## config.mk

```make
export PLATFORM = sky130hd
export DESIGN_NAME = system_clock_source_select
export DESIGN_NICKNAME = d
export VERILOG_FILES = /design/src/logic/clock_select_pkg.sv /design/src/logic/system_clock_source_select.sv
export SDC_FILE = /design/constraint.sdc
export NUM_CORES = 1
export LEC_CHECK = 0
export BUFFER_PORTS_ARGS = -buffer_cell sky130_fd_sc_hd__buf_2
export CORE_ASPECT_RATIO = 1.25
export CORE_MARGIN = 3
export CORE_UTILIZATION = 40
export DETAILED_ROUTE_END_ITERATION = 7
export GPL_ROUTABILITY_DRIVEN = 1
export GPL_TIMING_DRIVEN = 1
export PLACE_DENSITY = 0.77
export SLEW_MARGIN = 20
export SYNTH_ARGS = -nofsm -noshare
export SYNTH_HDL_FRONTEND = slang
export SYNTH_SLANG_ARGS = --single-unit
```

## constraint.sdc

```tcl
create_clock -name ref_clk -period 2.9 [get_ports ref_clk]
set_clock_uncertainty 0.1 [all_clocks]
set_input_delay 0.58 -clock ref_clk [delete_from_list [all_inputs] [get_ports ref_clk]]
set_output_delay 0.58 -clock ref_clk [all_outputs]
set_load 0.01 [all_outputs]
```

## src/logic/clock_select_pkg.sv

```systemverilog
// constants and types of the system clock source selector
`default_nettype none
package clock_select_pkg;
    // ********************************
    // register map
    // ********************************
    localparam logic [7:0] INT_CTRL_ADDR  = 8'h88;
    localparam logic [7:0] EXT_CTRL_ADDR  = 8'h8C;
    localparam logic [7:0] SEL_ADDR       = 8'h90;
    localparam logic [7:0] INT_CTRL_RESET = 8'hC0;
    localparam logic [7:0] EXT_CTRL_RESET = 8'h00;
    localparam logic [7:0] SEL_RESET      = 8'h00;
    localparam int         INT_EN_BIT     = 7;
    localparam int         INT_RDY_BIT    = 6;
    localparam int         INT_DIV_LSB    = 0;
    localparam int         XTAL_VLD_BIT   = 7;
    localparam int         MODE_LSB       = 4;
    localparam int         DRIVE_LSB      = 0;
    localparam int         SEL_BIT        = 0;
    // ********************************
    // external mode codes
    // ********************************
    localparam logic [1:0] MODE_OFF_PFX   = 2'h0;
    localparam logic [1:0] MODE_RC_PFX    = 2'h2;
    localparam logic [1:0] MODE_XTAL_PFX  = 2'h3;
    localparam logic [2:0] MODE_CMOS      = 3'h2;
    localparam logic [2:0] MODE_CMOS_DIV2 = 3'h3;
    // ********************************
    // timing
    // ********************************
    localparam int         CLK_PERIOD_NS  = 10;
    localparam int         SETTLE_TIME_NS = 20000;
    localparam int         SETTLE_CYCLES  = (SETTLE_TIME_NS + CLK_PERIOD_NS - 1) / CLK_PERIOD_NS;
    // ********************************
    // bus answers and types
    // ********************************
    localparam logic [1:0] RESP_OKAY      = 2'h0;
    localparam logic [1:0] RESP_SLVERR    = 2'h2;
    typedef struct packed {
        logic       circuitOn;
        logic       cmosInput;
        logic       rcMode;
        logic       crystalMode;
        logic       divideBy2;
        logic [2:0] driveCode;
    } ext_osc_ctrl_t;
    typedef enum {SW_RUN, SW_DRAIN, SW_ARM} switch_state_t;
endpackage : clock_select_pkg
`default_nettype wire

```

## src/logic/system_clock_source_select.sv

```systemverilog
// system clock source selector with external oscillator control and AXI4-Lite registers
// Function
// [RQ1] select bit 0 routes divided internal oscillator, 1 routes external circuit
// [RQ2] external oscillator keeps clocking peripherals while internal is system clock
// [RQ3] source may switch on the fly; software selects only settled sources
// [RQ4] one internal control write both enables internal oscillator and sets its divider
// [RQ5] hardware sets read-only crystal valid bit 7 when crystal running and stable
// [RQ6] software waits at least 1 ms before sampling crystal valid; the test waits 2500 cycles (25 us) before polling
// [RQ7] mode 00x turns circuit off, 010 CMOS input, 011 CMOS divided by 2
// [RQ8] mode 10x RC or capacitor divided by 2, 110 crystal, 111 crystal divided by 2
// [RQ9] bit 3 of external control reads zero, writes ignored
// [RQ10] software sets drive field to crystal band in crystal mode
// [RQ11] software sets drive field to RC band in RC mode
// [RQ12] drive codes 000 to 111 select rising capacitor oscillation factors
// [RQ13] external control resets to zero: circuit off, valid clear
// [RQ14] software enables crystal, waits, polls valid, then selects external
// [RQ15] RC and capacitor modes need no settling before use
// [RQ16] internal divider codes 00..11 divide by 8, 4, 2, 1
// [RQ17] after reset system clock runs from internal oscillator
// [RQ18] source change produces no runt or glitch on system clock
`default_nettype none
module system_clock_source_select #(
    parameter int ADDR_W = 8
) (
    input  wire logic                          ref_clk,
    input  wire logic                          rst_n,
    input  wire logic [ADDR_W-1:0]             s_axi_awaddr,
    input  wire logic                          s_axi_awvalid,
    output logic                               s_axi_awready,
    input  wire logic [31:0]                   s_axi_wdata,
    input  wire logic [3:0]                    s_axi_wstrb,
    input  wire logic                          s_axi_wvalid,
    output logic                               s_axi_wready,
    output logic [1:0]                         s_axi_bresp,
    output logic                               s_axi_bvalid,
    input  wire logic                          s_axi_bready,
    input  wire logic [ADDR_W-1:0]             s_axi_araddr,
    input  wire logic                          s_axi_arvalid,
    output logic                               s_axi_arready,
    output logic [31:0]                        s_axi_rdata,
    output logic [1:0]                         s_axi_rresp,
    output logic                               s_axi_rvalid,
    input  wire logic                          s_axi_rready,
    input  wire logic                          crystalPinOne,
    input  wire logic                          amplitudeOk,
    input  wire logic                          intOscReady,
    output logic                               sysClkTick,
    output logic                               periphClkTick,
    output logic                               sysClkFromExt,
    output logic                               intOscEnable,
    output clock_select_pkg::ext_osc_ctrl_t    extOscCtrl
);
    // ********************************
    // helpers
    // ********************************
    function automatic logic [2:0] divisorOf(input logic [1:0] code);
        case (code)
            2'h0:    divisorOf = 3'h7;
            2'h1:    divisorOf = 3'h3;
            2'h2:    divisorOf = 3'h1;
            default: divisorOf = 3'h0;
        endcase
    endfunction : divisorOf
    function automatic logic [7:0] wordAddr(input logic [ADDR_W-1:0] a);
        wordAddr = {a[7:2], 2'h0};
    endfunction : wordAddr
    // ********************************
    // register file and AXI4-Lite slave
    // ********************************
    logic                  intEnable, next_intEnable;
    logic [1:0]            intDivider, next_intDivider;
    logic [2:0]            extMode, next_extMode;
    logic [2:0]            extDrive, next_extDrive;
    logic                  selBit, next_selBit;
    logic                  crystalValid;
    logic                  awHeld, next_awHeld;
    logic [ADDR_W-1:0]     awAddr, next_awAddr;
    logic                  wHeld, next_wHeld;
    logic [31:0]           wData, next_wData;
    logic                  wLow, next_wLow;
    logic                  next_awready, next_wready, next_bvalid, next_arready, next_rvalid;
    logic [1:0]            next_bresp, next_rresp;
    logic [31:0]           next_rdata;
    logic                  doWrite, intWrite, extWrite;
    assign doWrite  = awHeld && wHeld && !s_axi_bvalid;
    assign intWrite = doWrite && wLow && wordAddr(awAddr) == clock_select_pkg::INT_CTRL_ADDR;
    assign extWrite = doWrite && wLow && wordAddr(awAddr) == clock_select_pkg::EXT_CTRL_ADDR;
    always_comb begin
        next_intEnable  = intEnable;
        next_intDivider = intDivider;
        next_extMode    = extMode;
        next_extDrive   = extDrive;
        next_selBit     = selBit;
        next_awHeld     = awHeld;
        next_awAddr     = awAddr;
        next_wHeld      = wHeld;
        next_wData      = wData;
        next_wLow       = wLow;
        next_bvalid     = s_axi_bvalid;
        next_bresp      = s_axi_bresp;
        next_arready    = s_axi_arready;
        next_rvalid     = s_axi_rvalid;
        next_rdata      = s_axi_rdata;
        next_rresp      = s_axi_rresp;
        if (s_axi_awvalid && s_axi_awready) begin
            next_awHeld = 1'b1;
            next_awAddr = s_axi_awaddr;
        end
        if (s_axi_wvalid && s_axi_wready) begin
            next_wHeld = 1'b1;
            next_wData = s_axi_wdata;
            next_wLow  = s_axi_wstrb[0];
        end
        if (s_axi_bvalid && s_axi_bready) begin
            next_bvalid = 1'b0;
        end
        if (doWrite) begin
            next_awHeld = 1'b0;
            next_wHeld  = 1'b0;
            next_bvalid = 1'b1;
            next_bresp  = clock_select_pkg::RESP_OKAY;
            case (wordAddr(awAddr))
                clock_select_pkg::INT_CTRL_ADDR: begin
                    next_intEnable  = wLow ? wData[clock_select_pkg::INT_EN_BIT] : intEnable;        // see [RQ4]
                    next_intDivider = wLow ? wData[clock_select_pkg::INT_DIV_LSB +: 2] : intDivider;  // see [RQ4]
                end
                clock_select_pkg::EXT_CTRL_ADDR: begin
                    next_extMode  = wLow ? wData[clock_select_pkg::MODE_LSB +: 3] : extMode;        // see [RQ9]
                    next_extDrive = wLow ? wData[clock_select_pkg::DRIVE_LSB +: 3] : extDrive;      // see [RQ12]
                end
                clock_select_pkg::SEL_ADDR: begin
                    next_selBit = wLow ? wData[clock_select_pkg::SEL_BIT] : selBit;                 // see [RQ1]
                end
                default: begin
                    next_bresp = clock_select_pkg::RESP_SLVERR;
                end
            endcase
        end
        if (s_axi_rvalid && s_axi_rready) begin
            next_rvalid  = 1'b0;
            next_arready = 1'b1;
        end
        if (s_axi_arvalid && s_axi_arready) begin
            next_arready = 1'b0;
            next_rvalid  = 1'b1;
            next_rdata   = 32'h0;
            next_rresp   = clock_select_pkg::RESP_OKAY;
            case (wordAddr(s_axi_araddr))
                clock_select_pkg::INT_CTRL_ADDR: begin
                    next_rdata[clock_select_pkg::INT_EN_BIT]        = intEnable;
                    next_rdata[clock_select_pkg::INT_RDY_BIT]       = intOscReady;
                    next_rdata[clock_select_pkg::INT_DIV_LSB +: 2]  = intDivider;
                end
                clock_select_pkg::EXT_CTRL_ADDR: begin
                    // bit 3 stays zero
                    next_rdata[clock_select_pkg::XTAL_VLD_BIT]      = crystalValid;  // see [RQ5]
                    next_rdata[clock_select_pkg::MODE_LSB +: 3]     = extMode;
                    next_rdata[clock_select_pkg::DRIVE_LSB +: 3]    = extDrive;      // see [RQ9]
                end
                clock_select_pkg::SEL_ADDR: begin
                    next_rdata[clock_select_pkg::SEL_BIT]           = selBit;
                end
                default: begin
                    next_rresp = clock_select_pkg::RESP_SLVERR;
                end
            endcase
        end
        next_awready = !next_awHeld && !next_bvalid;
        next_wready  = !next_wHeld && !next_bvalid;
    end
    always_ff @(posedge ref_clk or negedge rst_n) begin
        if (!rst_n) begin
            intEnable     <= clock_select_pkg::INT_CTRL_RESET[clock_select_pkg::INT_EN_BIT];
            intDivider    <= clock_select_pkg::INT_CTRL_RESET[clock_select_pkg::INT_DIV_LSB +: 2];
            extMode       <= clock_select_pkg::EXT_CTRL_RESET[clock_select_pkg::MODE_LSB +: 3];   // see [RQ13]
            extDrive      <= clock_select_pkg::EXT_CTRL_RESET[clock_select_pkg::DRIVE_LSB +: 3];  // see [RQ13]
            selBit        <= clock_select_pkg::SEL_RESET[clock_select_pkg::SEL_BIT];              // see [RQ17]
            awHeld        <= 1'b0;
            awAddr        <= '0;
            wHeld         <= 1'b0;
            wData         <= 32'h0;
            wLow          <= 1'b0;
            s_axi_awready <= 1'b0;
            s_axi_wready  <= 1'b0;
            s_axi_bvalid  <= 1'b0;
            s_axi_bresp   <= 2'h0;
            s_axi_arready <= 1'b0;
            s_axi_rvalid  <= 1'b0;
            s_axi_rdata   <= 32'h0;
            s_axi_rresp   <= 2'h0;
        end else begin
            intEnable     <= next_intEnable;
            intDivider    <= next_intDivider;
            extMode       <= next_extMode;
            extDrive      <= next_extDrive;
            selBit        <= next_selBit;
            awHeld        <= next_awHeld;
            awAddr        <= next_awAddr;
            wHeld         <= next_wHeld;
            wData         <= next_wData;
            wLow          <= next_wLow;
            s_axi_awready <= next_awready;
            s_axi_wready  <= next_wready;
            s_axi_bvalid  <= next_bvalid;
            s_axi_bresp   <= next_bresp;
            s_axi_arready <= next_arready || (!s_axi_arready && !s_axi_rvalid && !next_rvalid);
            s_axi_rvalid  <= next_rvalid;
            s_axi_rdata   <= next_rdata;
            s_axi_rresp   <= next_rresp;
        end
    end
    // ********************************
    // oscillator paths and source switch
    // ********************************
    localparam logic [11:0] SETTLE_LAST = 12'(clock_select_pkg::SETTLE_CYCLES);
    logic [2:0]                       intCount, next_intCount;
    logic                             pinPrev;
    logic                             halfPhase, next_halfPhase;
    logic [11:0]                      settleCount, next_settleCount;
    logic                             next_crystalValid;
    logic                             activeSrc, next_activeSrc;
    clock_select_pkg::switch_state_t  swState, next_swState;
    logic                             next_sysClkTick;
    clock_select_pkg::ext_osc_ctrl_t  next_extOscCtrl;
    logic                             intTick, extRise, extTick, extOn, xtalMode, modeDiv2, oldTick, newTick;
    assign intTick  = intEnable && intCount == 3'h0;                                    // see [RQ16]
    assign extOn    = extMode[2:1] != clock_select_pkg::MODE_OFF_PFX;                   // see [RQ7]
    assign xtalMode = extMode[2:1] == clock_select_pkg::MODE_XTAL_PFX;                  // see [RQ8]
    assign modeDiv2 = extMode[0] || extMode[2:1] == clock_select_pkg::MODE_RC_PFX;      // see [RQ8]
    assign extRise  = extOn && crystalPinOne && !pinPrev;
    assign extTick  = extRise && (!modeDiv2 || halfPhase);
    assign oldTick  = activeSrc ? extTick : intTick;
    assign newTick  = selBit ? extTick : intTick;
    always_comb begin
        next_intCount    = intTick ? divisorOf(intDivider) : intCount - 3'h1;          // see [RQ16]
        next_halfPhase   = extOn ? (extRise ? !halfPhase : halfPhase) : 1'b0;
        next_settleCount = settleCount;
        if (!(xtalMode && amplitudeOk)) begin
            next_settleCount = 12'h0;
        end else if (settleCount != SETTLE_LAST) begin
            next_settleCount = settleCount + 12'h1;
        end
        next_crystalValid = xtalMode && settleCount == SETTLE_LAST;                     // see [RQ5]
        next_swState      = swState;
        next_activeSrc    = activeSrc;
        next_sysClkTick   = 1'b0;
        case (swState)
            clock_select_pkg::SW_RUN: begin
                next_sysClkTick = oldTick;                                              // see [RQ1]
                if (selBit != activeSrc) begin
                    next_swState = clock_select_pkg::SW_DRAIN;                          // see [RQ3]
                end
            end
            clock_select_pkg::SW_DRAIN: begin
                next_sysClkTick = oldTick;                                              // see [RQ18]
                if (oldTick) begin
                    next_swState = clock_select_pkg::SW_ARM;
                end
            end
            clock_select_pkg::SW_ARM: begin
                if (newTick) begin
                    next_activeSrc = selBit;                                            // see [RQ18]
                    next_swState   = clock_select_pkg::SW_RUN;
                end
            end
            default: begin
                next_swState = clock_select_pkg::SW_RUN;
            end
        endcase
        next_extOscCtrl.circuitOn   = extOn;
        next_extOscCtrl.cmosInput   = extMode == clock_select_pkg::MODE_CMOS || extMode == clock_select_pkg::MODE_CMOS_DIV2;
        next_extOscCtrl.rcMode      = extMode[2:1] == clock_select_pkg::MODE_RC_PFX;    // see [RQ15]
        next_extOscCtrl.crystalMode = xtalMode;
        next_extOscCtrl.divideBy2   = modeDiv2 && extOn;
        next_extOscCtrl.driveCode   = extDrive;                                         // see [RQ12]
    end
    always_ff @(posedge ref_clk or negedge rst_n) begin
        if (!rst_n) begin
            intCount      <= 3'h0;
            pinPrev       <= 1'b0;
            halfPhase     <= 1'b0;
            settleCount   <= 12'h0;
            crystalValid  <= 1'b0;                                                      // see [RQ13]
            activeSrc     <= 1'b0;                                                      // see [RQ17]
            swState       <= clock_select_pkg::SW_RUN;
            sysClkTick    <= 1'b0;
            periphClkTick <= 1'b0;
            sysClkFromExt <= 1'b0;
            intOscEnable  <= 1'b1;
            extOscCtrl    <= '0;
        end else begin
            intCount      <= next_intCount;
            pinPrev       <= crystalPinOne;
            halfPhase     <= next_halfPhase;
            settleCount   <= next_settleCount;
            crystalValid  <= next_crystalValid;
            activeSrc     <= next_activeSrc;
            swState       <= next_swState;
            sysClkTick    <= next_sysClkTick;
            periphClkTick <= extTick;                                                   // see [RQ2]
            sysClkFromExt <= next_activeSrc;
            intOscEnable  <= intEnable;
            extOscCtrl    <= next_extOscCtrl;
        end
    end
endmodule : system_clock_source_select
`default_nettype wire

```

==> impl_metrics.csv, run 1 <==
group,metric,value,unit
status,outcome,"completed",
global_routing,grt_pass1_wl,9.59,mm
critical_path,required,3.03,ns
sta,slew_violations,0,
sta,timing.fmax,520,MHz
global_routing,antenna_found_initial,0,
power_and_ir_drop,p_leak,1.79,nW
drt,antenna_left,0,
yosys,netlist.area_leader.share,53.3,%
clocking,cts_buffer_depth,2,
drt,dr_total_vias,2257,
clocking,post-cts-setup-buffer-count,0,
yosys,ys.warnings.count,0,
cells_and_area,fin_cells,444,
sta,rsz0062_at_grt,"false",
cells_and_area,mostFrequentLayoutCells,"dfrtp_1, buf_2, conb_1, mux2_2, nand2_1",
drt,drt_iter0_markers,65,
yosys,ys_types,47,
sta,whs,0.139,ns
cells_and_area,mostFrequentLayoutCell,"dfrtp_1",
yosys,synth_mux_area_share,9.78,%
flow_run,max_cap_viol_count,0,
die,core-area,7880,um^2
cells_and_area,drive_gt1_share,29.8,%
placed_design,port_buffers,55,
sta,fin_crit_sh,66.3,%
global_routing,grt_overflow,0,
drt,post_drt_wl_per_cell,13.6,um
cells_and_area,fillCellCount,737,
yosys,async_flop_share,100,%
power_and_ir_drop,vdd_drop_max,0.437,mV
drt,firstDrtPassIters,4,
critical_path,critPathMaxFanout,6,
yosys,synth-seq-cells,72,
critical_path,startpoint_type,"flip-flop",
yosys,yosysSeqAreaShare,54.8,%
die,die_area,9350,um^2
yosys,synth-edff-count,0,
cells_and_area,area_growth,15.0,%
yosys,synth_area,3290,um^2
global_routing,grt_pass1_vias,2091,
critical_path,crit_type,"flip-flop to flip-flop",
sta,hold_viol,0,
die,dieHeight,107,um
yosys,synth_compound_area_share,8.10,%
clocking,cts_tree,"yes",
placed_design,dp_cells,428,
critical_path,critPathCaptureType,"flip-flop",
critical_path,arrival,2.05,ns
die,start_util,41.7,%
yosys,synth_simple_gate_area_share,16.8,%
die,num_rows,36,
sta,maxSlewHeadroom,62.9,%
clocking,cts_resized,0,
die,fp.dieW,87.1,um
yosys,synth-adder-area-share,1.52,%
sta,setup_viol,0,
clocking,clk_latency,0.35,ns
clocking,cts.sinks,72,
clocking,ctsHoldBuffers,0,
placed_design,dp_hpwl,4.42,mm
yosys,synth_xor_area_share,1.33,%
cells_and_area,nNetsFinal,410,
cells_and_area,antenna_cells,0,
yosys,ys.flop_type,"dfrtp_1",
yosys,synth_top_area_cell,"dfrtp_1",
drt,routed_wirelength,6.05,mm
drt,via_per_inst,5.08,
global_routing,grt_max_degree,73,
yosys,syn_inst,281,
cells_and_area,finalCoreUtilization,48.0,%
drt,route.detailed.drc,0,
clocking,cts-root-buf,"clkbuf_8",
sta,fin_crit,1.92,ns
die,ios,115,
clocking,htree_levels,3,
yosys,ys_top_cells_by_area,"dfrtp_1, mux2_2, buf_4",
yosys,synth_top_family_by_area,"simple AND/OR/NAND/NOR gates",
placed_design,gp_congestion,0.820,
sta,worst_pin_slew,0.549,ns
min_path,min_path_type,"primary input to async pin",
clocking,clk_pin_slew_worst_paths,0.08,ns
yosys,avgSynthCellArea,11.7,um^2
global_routing,grt_usage,13.2,%
clocking,numCtsBuffers,9,
power_and_ir_drop,pwr_density_cell,725,nW/um^2
sta,fin_tns_setup,0,ns
## path summary, 6_finish.rpt
path	from	to	slack [ns]	cells after the start
max	awAddr[5]	extMode[2]	0.98	3
min	rst_n	s_axi_rdata[4]	0.14	2
max reg2reg	awAddr[5]	extMode[2]	0.98	3
min reg2reg	intEnable	intOscEnable	0.30	0
max in group asynchronous	rst_n	intEnable	2.22	2
min in group ref_clk	crystalPinOne	pinPrev	0.25	1
## worst max-delay path, cell delays in order (launching register included)
cell and delay, ns:
dfrtp_1 0.38, or3b_4 0.44, nor4_4 0.50, mux2_2 0.39
## synthesized netlist by cell type (all sizes together), types with 2 or more instances
cell type and n:
a21oi 15, and2 2, and4 2, buf 27, clkbuf 3, dfrtp 70, dfstp 2, ha 4
inv 9, mux2 25, mux2i 4, nand2 21, nand2b 6, nand3 8, nand3b 3, nand4 3
nor2 8, nor2b 6, nor3 4, nor3b 3, nor4 4, nor4bb 2, o21a 2, o21ai 8
o31ai 10, or2 2, or3 3, or3b 2, or4 4, xnor2 2, xor2 3
## flip-flops by register name, indices dropped and copies added, names as in the netlist, 2 cells and up
register	cells
awAddr	6
swState	2
extMode	3
wData	7
settleCount	12
s_axi_rdata	7
intCount	3
extOscCtrl	8
extDrive	3
intDivider	2
## routing by layer
layer / global-route usage (%) / vias up / share of wire [%]
li1: - / 1078 / -
met1: 16.4 / 1098 / 43
met2: 20.8 / 67 / 49
met3: 3.22 / 14 / 5.9
met4: 7.02 / 0 / 2.7
met5: 0 / - / 0
## area by class of cell
| cell class | count | area [um^2] | area share (%) |
|---|---|---|---|
| Inverter | 9 | 33.8 | 0.893 |
| Tap cell | 95 | 119 | 3.14 |
| Clock buffer | 10 | 128 | 3.37 |
| Timing Repair Buffer | 56 | 295 | 7.80 |
| Sequential cell | 72 | 1800 | 47.7 |
| Clock inverter | 6 | 68.8 | 1.82 |
| Multi-Input combinational cell | 196 | 1340 | 35.3 |
## logic make-up after synthesis
| logic type | count (synthesis) |
|---|---|
| buf+inv | 39 |
| compound gates | 42 |
| xor+xnor | 5 |
| mux | 29 |
| fa+ha+maj | 4 |
| flops | 72 |
| simple gates | 89 |
| other cells | 1 |
## report_power, final
group	switching, mW	internal (mW)
sequential	0.179	1.24
clock	0.384	0.400
combinational	0.264	0.281
## metrics by stage
stage / power [mW] / worst slack (ns) / area [um^2]
6_report: 2.74 / 0.979 / 3780
3_3_place_gp: 1.96 / 0.961 / 3590
4_1_cts: 2.78 / 0.935 / 3780
5_1_grt: 2.91 / 0.862 / 3780
3_5_place_dp: 1.99 / 0.945 / 3590
2_1_floorplan: 1.80 / 1.12 / 3390
(Power assumes the default switching activity.)
==> run 2: changes to the inputs <==
PLACE_DENSITY = 0.8   (was 0.77)
clock period = 1.6 ns   (was 2.9 ns; I/O delays follow)
==> run 2 against run 1 <==
Sequential power up 79%. The run now ends with setup timing left. Worst setup slack worse by 1.1 ns. Die area stayed put. First-iteration DRC count up 40%. Critical path type unchanged.
==> impl_metrics.csv, run 2 (synthesis results as in run 1) <==
group,metric,value,unit
status,outcome,"finished with violations",
status,violations,"setup timing",
sta,maxSlewHeadroom,65.5,%
critical_path,r2r_cells,5,
flow_run,max_cap_viol_count,0,
die,start_util,41.7,%
placed_design,port_buffers,55,
critical_path,crit_type,"flip-flop to flip-flop",
global_routing,grt_pass1_vias,2263,
sta,slew_violations,0,
global_routing,grt_overflow,0,
global_routing,antenna_found_initial,0,
critical_path,critPathMaxFanout,3,
cells_and_area,antenna_cells,0,
sta,fin_tns_setup,-0.849,ns
critical_path,startpoint_type,"flip-flop",
placed_design,dp_slack,-0.106,ns
die,dieHeight,107,um
power_and_ir_drop,pwr_density_cell,1280,nW/um^2
cells_and_area,largest_register_ffs,12,
min_path,hold_depth,2,
cells_and_area,seq_area,1800,um^2
power_and_ir_drop,vdd_drop_max,1.04,mV
drt,dr_total_vias,2392,
cells_and_area,mostFrequentLayoutCells,"dfrtp_1, buf_2, conb_1, buf_4, mux2_2",
sta,setup_viol,12,
drt,antenna_left,0,
critical_path,path_cells,"inv_2 > ha_4 > or4b_4 > o31ai_2 > a21oi_1",
die,die_area,9350,um^2
critical_path,critPathTopFamily,"simple AND/OR/NAND/NOR gates",
global_routing,grt_max_degree,73,
drt,route.detailed.drc,0,
sta,final.setup.worst_slack,-0.141,ns
die,num_rows,36,
global_routing,grt_most_used_layer,"met2",
drt,routed_wirelength,6.83,mm
cells_and_area,area_growth,26.9,%
critical_path,cp.depth,5,
cells_and_area,multi_input_area,1470,um^2
global_routing,met2_usage,23.9,%
clocking,cts.sinks,72,
global_routing,grtUsageMet1,18.2,%
sta,rsz0062_at_grt,"true",
cells_and_area,drive_gt1_share,39.6,%
critical_path,critPathCaptureType,"flip-flop",
placed_design,gp_congestion,0.799,
clocking,clk_latency,0.35,ns
drt,firstDrtPassIters,4,
sta,hold_viol,0,
clocking,numCtsBuffers,9,
die,ios,115,
global_routing,grt_pass1_wl,10.6,mm
drt,drt_iter0_markers,91,
sta,fin_crit_sh,109,%
clocking,cts-root-buf,"clkbuf_8",
global_routing,grt_use_met3,4.21,%
cells_and_area,mostFrequentLayoutCell,"dfrtp_1",
cells_and_area,top_register,"settleCount",
critical_path,critPathBufInv,1,
cells_and_area,top_regs,"settleCount x12, extOscCtrl x8",
placed_design,dp_hpwl,4.67,mm
global_routing,grt_usage,14.5,%
die,core-area,7880,um^2
drt,post_drt_wl_per_cell,14.4,um
sta,fin_crit,1.74,ns
power_and_ir_drop,p_leak,1.98,nW
sta,timing.fmax,574,MHz
clocking,clk_pin_slew_worst_paths,0.08,ns
critical_path,required,1.71,ns
critical_path,arrival,1.85,ns
critical_path,slowest_stage,"or4b_4",
cells_and_area,nNetsFinal,440,
clocking,cts_buffer_depth,2,
critical_path,slowest_delay,0.51,ns
die,fp.dieW,87.1,um
drt,via_per_inst,5.05,
critical_path,r2r_setup_slack,-0.14,ns
clocking,htree_levels,3,
cells_and_area,fillCellCount,680,
sta,worst_pin_slew,0.510,ns
clocking,cts_tree,"yes",
min_path,min_path_type,"primary input to flip-flop",
[run 2: cell count changes in the layout (fill, tap and decap cells not counted), moves of 4 or more]
| cell | change |
|---|---|
| buf_4 | +27 |
| clkinvlp_4 | -4 |
| inv_1 | -4 |
| inv_2 | +4 |
| mux2_2 | -4 |
| mux2_4 | +4 |
[run 2: final timing paths]
path / from / end
setup / recovery: settleCount[0] / settleCount[1]
hold / removal: s_axi_wdata[5] / wData[5]
setup reg to reg: settleCount[0] / settleCount[1]
hold reg to reg: extDrive[1] / extOscCtrl[1]
max in group asynchronous: rst_n / intEnable
min in group asynchronous: rst_n / s_axi_rdata[5]
[run 2: per-stage QoR]
stage	util (%)	hold WS, ns	cells	power [mW]	cell area (um^2)
finish	53.0	0.104	474	5.33	4170
global route	53.0	0.0972	474	5.64	4170
CTS	51.4	0.0864	470	5.37	4050
detailed placement	47.7	0.273	451	3.76	3760
global placement	47.7	0.273	451	3.69	3760
floorplan	-	-0.0756	307	3.27	3390
[run 2: report_power, final]
group,switching (mW),leakage [nW],total (mW),internal (mW)
logic,0.566,0.944,1.21,0.642
registers,0.303,0.924,2.54,2.24
clock network,0.695,0.113,1.57,0.880
total,1.56,1.98,5.33,3.76
[run 2: area by class of cell]
class                      instances  area share (%)
clock buffer                       9            2.97
tap                               95            2.85
multi-input combinational        196            35.2
inverter                           9           0.809
clock inverter                     7            2.31
sequential                        72            43.2
timing repair buffer              86            12.7
[run 2: timing repair]
action / in CTS / in global routing
pin swaps: 1 / 9
hold buffers: 2 / 0
setup endpoints to repair: 15 / 22
hold endpoints to repair: 71 / 0
resized for setup: 9 / 19
setup buffers: 1 / 4
[run 2: per-layer routing]
metal  share of wire, %  wire length, um  vias to the layer above
li1                   -                -                     1138
met1                 41             2820                     1187
met2                 53             3610                       63
met3                5.4              371                        4
met4               0.42               29                        0
met5                  0                0                        -
==> run 3: changes to the inputs <==
MAX_ROUTING_LAYER = met4   (was not set)
SETUP_SLACK_MARGIN = 0.3   (was not set)
==> run 3 against run 2 <==
The flow still finishes with violations (setup timing). Clock power is 9.6% lower. Sequential cell count stayed put. Worst hold slack better by 0.0012 ns. Wire length is 11% higher. Maximum frequency is 1.5% lower. Highest routed layer unchanged. Cell area is 9.0% higher.
==> impl_metrics.csv, run 3 (synthesis results as in run 1) <==
group,metric,value,unit
clocking,numCtsBuffers,9,
power_and_ir_drop,seqPwrFrac,47.4,%
critical_path,startpoint_type,"flip-flop",
cells_and_area,top_register,"settleCount",
critical_path,arrival,1.89,ns
die,num_rows,36,
critical_path,crit_type,"flip-flop to flip-flop",
placed_design,dp_cells,453,
global_routing,grt_pass1_vias,2431,
drt,routed_wirelength,7.56,mm
global_routing,antenna_found_initial,0,
cells_and_area,mostFrequentLayoutCell,"dfrtp_1",
clocking,cts_tree,"yes",
sta,fin_crit,1.77,ns
cells_and_area,largest_register_ffs,12,
drt,drt_iter0_markers,80,
sta,slew_violations,0,
clocking,htree_levels,3,
clocking,clk_pin_slew_worst_paths,0.08,ns
sta,hold_viol,0,
placed_design,dp_hpwl,4.80,mm
drt,antenna_left,0,
global_routing,grt_overflow,0,
cells_and_area,top_regs,"settleCount x12, extOscCtrl x8",
cells_and_area,nNetsFinal,468,
die,ios,115,
die,die_area,9350,um^2
global_routing,grt_pass1_wl,11.4,mm
sta,rsz0062_at_grt,"true",
clocking,clk_latency,0.35,ns
power_and_ir_drop,pwr_density_cell,1180,nW/um^2
critical_path,required,1.72,ns
cells_and_area,drive_gt1_share,48.2,%
die,dieHeight,107,um
global_routing,grt_usage,16.1,%
drt,post_drt_wl_per_cell,15.1,um
clocking,cts_buffer_depth,2,
drt,dr_total_vias,2503,
sta,setup_viol,12,
flow_run,max_cap_viol_count,0,
sta,fin_crit_sh,110,%
sta,final.setup.worst_slack,-0.167,ns
placed_design,port_buffers,55,
power_and_ir_drop,p_sw,1.56,mW
sta,timing.fmax,566,MHz
power_and_ir_drop,finalPower,5.37,mW
cells_and_area,fin_cells,502,
die,start_util,41.7,%
status,outcome,"finished with violations",
cells_and_area,fillCellCount,652,
cells_and_area,mostFrequentLayoutCells,"dfrtp_1, buf_2, buf_4, conb_1, mux2_2",
critical_path,critPathMaxFanout,3,
cells_and_area,finalCoreUtilization,57.7,%
status,violations,"setup timing",
placed_design,gp_congestion,0.774,
power_and_ir_drop,p_leak,2.16,nW
die,core-area,7880,um^2
cells_and_area,area_growth,38.3,%
min_path,min_path_type,"primary input to flip-flop",
die,fp.dieW,87.1,um
cells_and_area,antenna_cells,0,
power_and_ir_drop,p_int,3.81,mW
drt,route.detailed.drc,0,
clocking,cts-root-buf,"clkbuf_8",
clocking,cts.sinks,72,
drt,firstDrtPassIters,4,
power_and_ir_drop,switching_share,29.0,%
power_and_ir_drop,vdd_drop_max,0.826,mV
power_and_ir_drop,p_comb_share,26.1,%
critical_path,critPathCaptureType,"flip-flop",
drt,via_per_inst,4.99,
power_and_ir_drop,clockPowerShare,26.4,%
global_routing,grt_max_degree,41,
[run 3: critical path, stage by stage (launching register included)]
cell	delay, ns
dfrtp_1	0.41
inv_2	0.08
ha_4	0.13
or4b_4	0.51
buf_6	0.14
nor4_2	0.17
nor3_1	0.09
[run 3: final cells by class]
type                            instances  area, um^2  area share [%]
Clock buffer                           13         149            3.27
Clock inverter                          3        42.5           0.935
Inverter                                9        33.8           0.742
Multi-Input combinational cell        196        1570            34.6
Sequential cell                        72        1810            39.7
Tap cell                               95         119            2.61
Timing Repair Buffer                  114         827            18.2
[run 3: path summary, 6_finish.rpt]
check	startpoint	end	slack, ns	cells past startpoint
min in group asynchronous	rst_n	extOscCtrl[6]	0.32	2
hold reg to reg	extDrive[2]	extOscCtrl[2]	0.31	0
setup reg to reg	settleCount[0]	settleCount[0]	-0.17	6
hold / removal	s_axi_awaddr[7]	awAddr[7]	0.11	2
setup / recovery	settleCount[0]	settleCount[0]	-0.17	6
max in group asynchronous	rst_n	intEnable	0.49	3
[run 3: metal layers]
layer,GRT usage [%],up-vias,part of all wire [%]
li1,-,1196,-
met1,18.7,1202,41
met2,26.2,90,52
met3,3.68,15,5.8
met4,7.68,0,1.4
met5,-,-,0
[run 3: what timing repair did]
item / 4_1_cts / 5_1_grt
endpoints found under the hold margin: 12 / 0
gates resized for setup: 28 / 37
setup endpoints to repair: 38 / 55
setup buffers: 14 / 17
hold buffers: 2 / 0
pin swaps: 6 / 20
[run 3: power by group through the flow]
stage                     sequential, mW  combinational, mW  clock (mW)
after detailed placement            2.56               1.22           0
after CTS                           2.54               1.32        1.45
after global routing                2.61               1.55        1.53
after global placement              2.55               1.19           0
final                               2.55               1.40        1.42
after floorplan                     2.57              0.729           0
[run 3: through the flow]
step / setup TNS (ns) / hold slack (ns) / setup slack [ns] / cell area (um^2)
2_1_floorplan: -0.525 / -0.0756 / -0.0770 / 3430
3_3_place_gp: -0.770 / 0.142 / -0.104 / 3830
3_5_place_dp: -0.965 / 0.145 / -0.117 / 3830
4_1_cts: -0.828 / 0.0883 / -0.0993 / 4290
5_1_grt: -1.69 / 0.101 / -0.196 / 4550
6_report: -0.886 / 0.105 / -0.167 / 4550
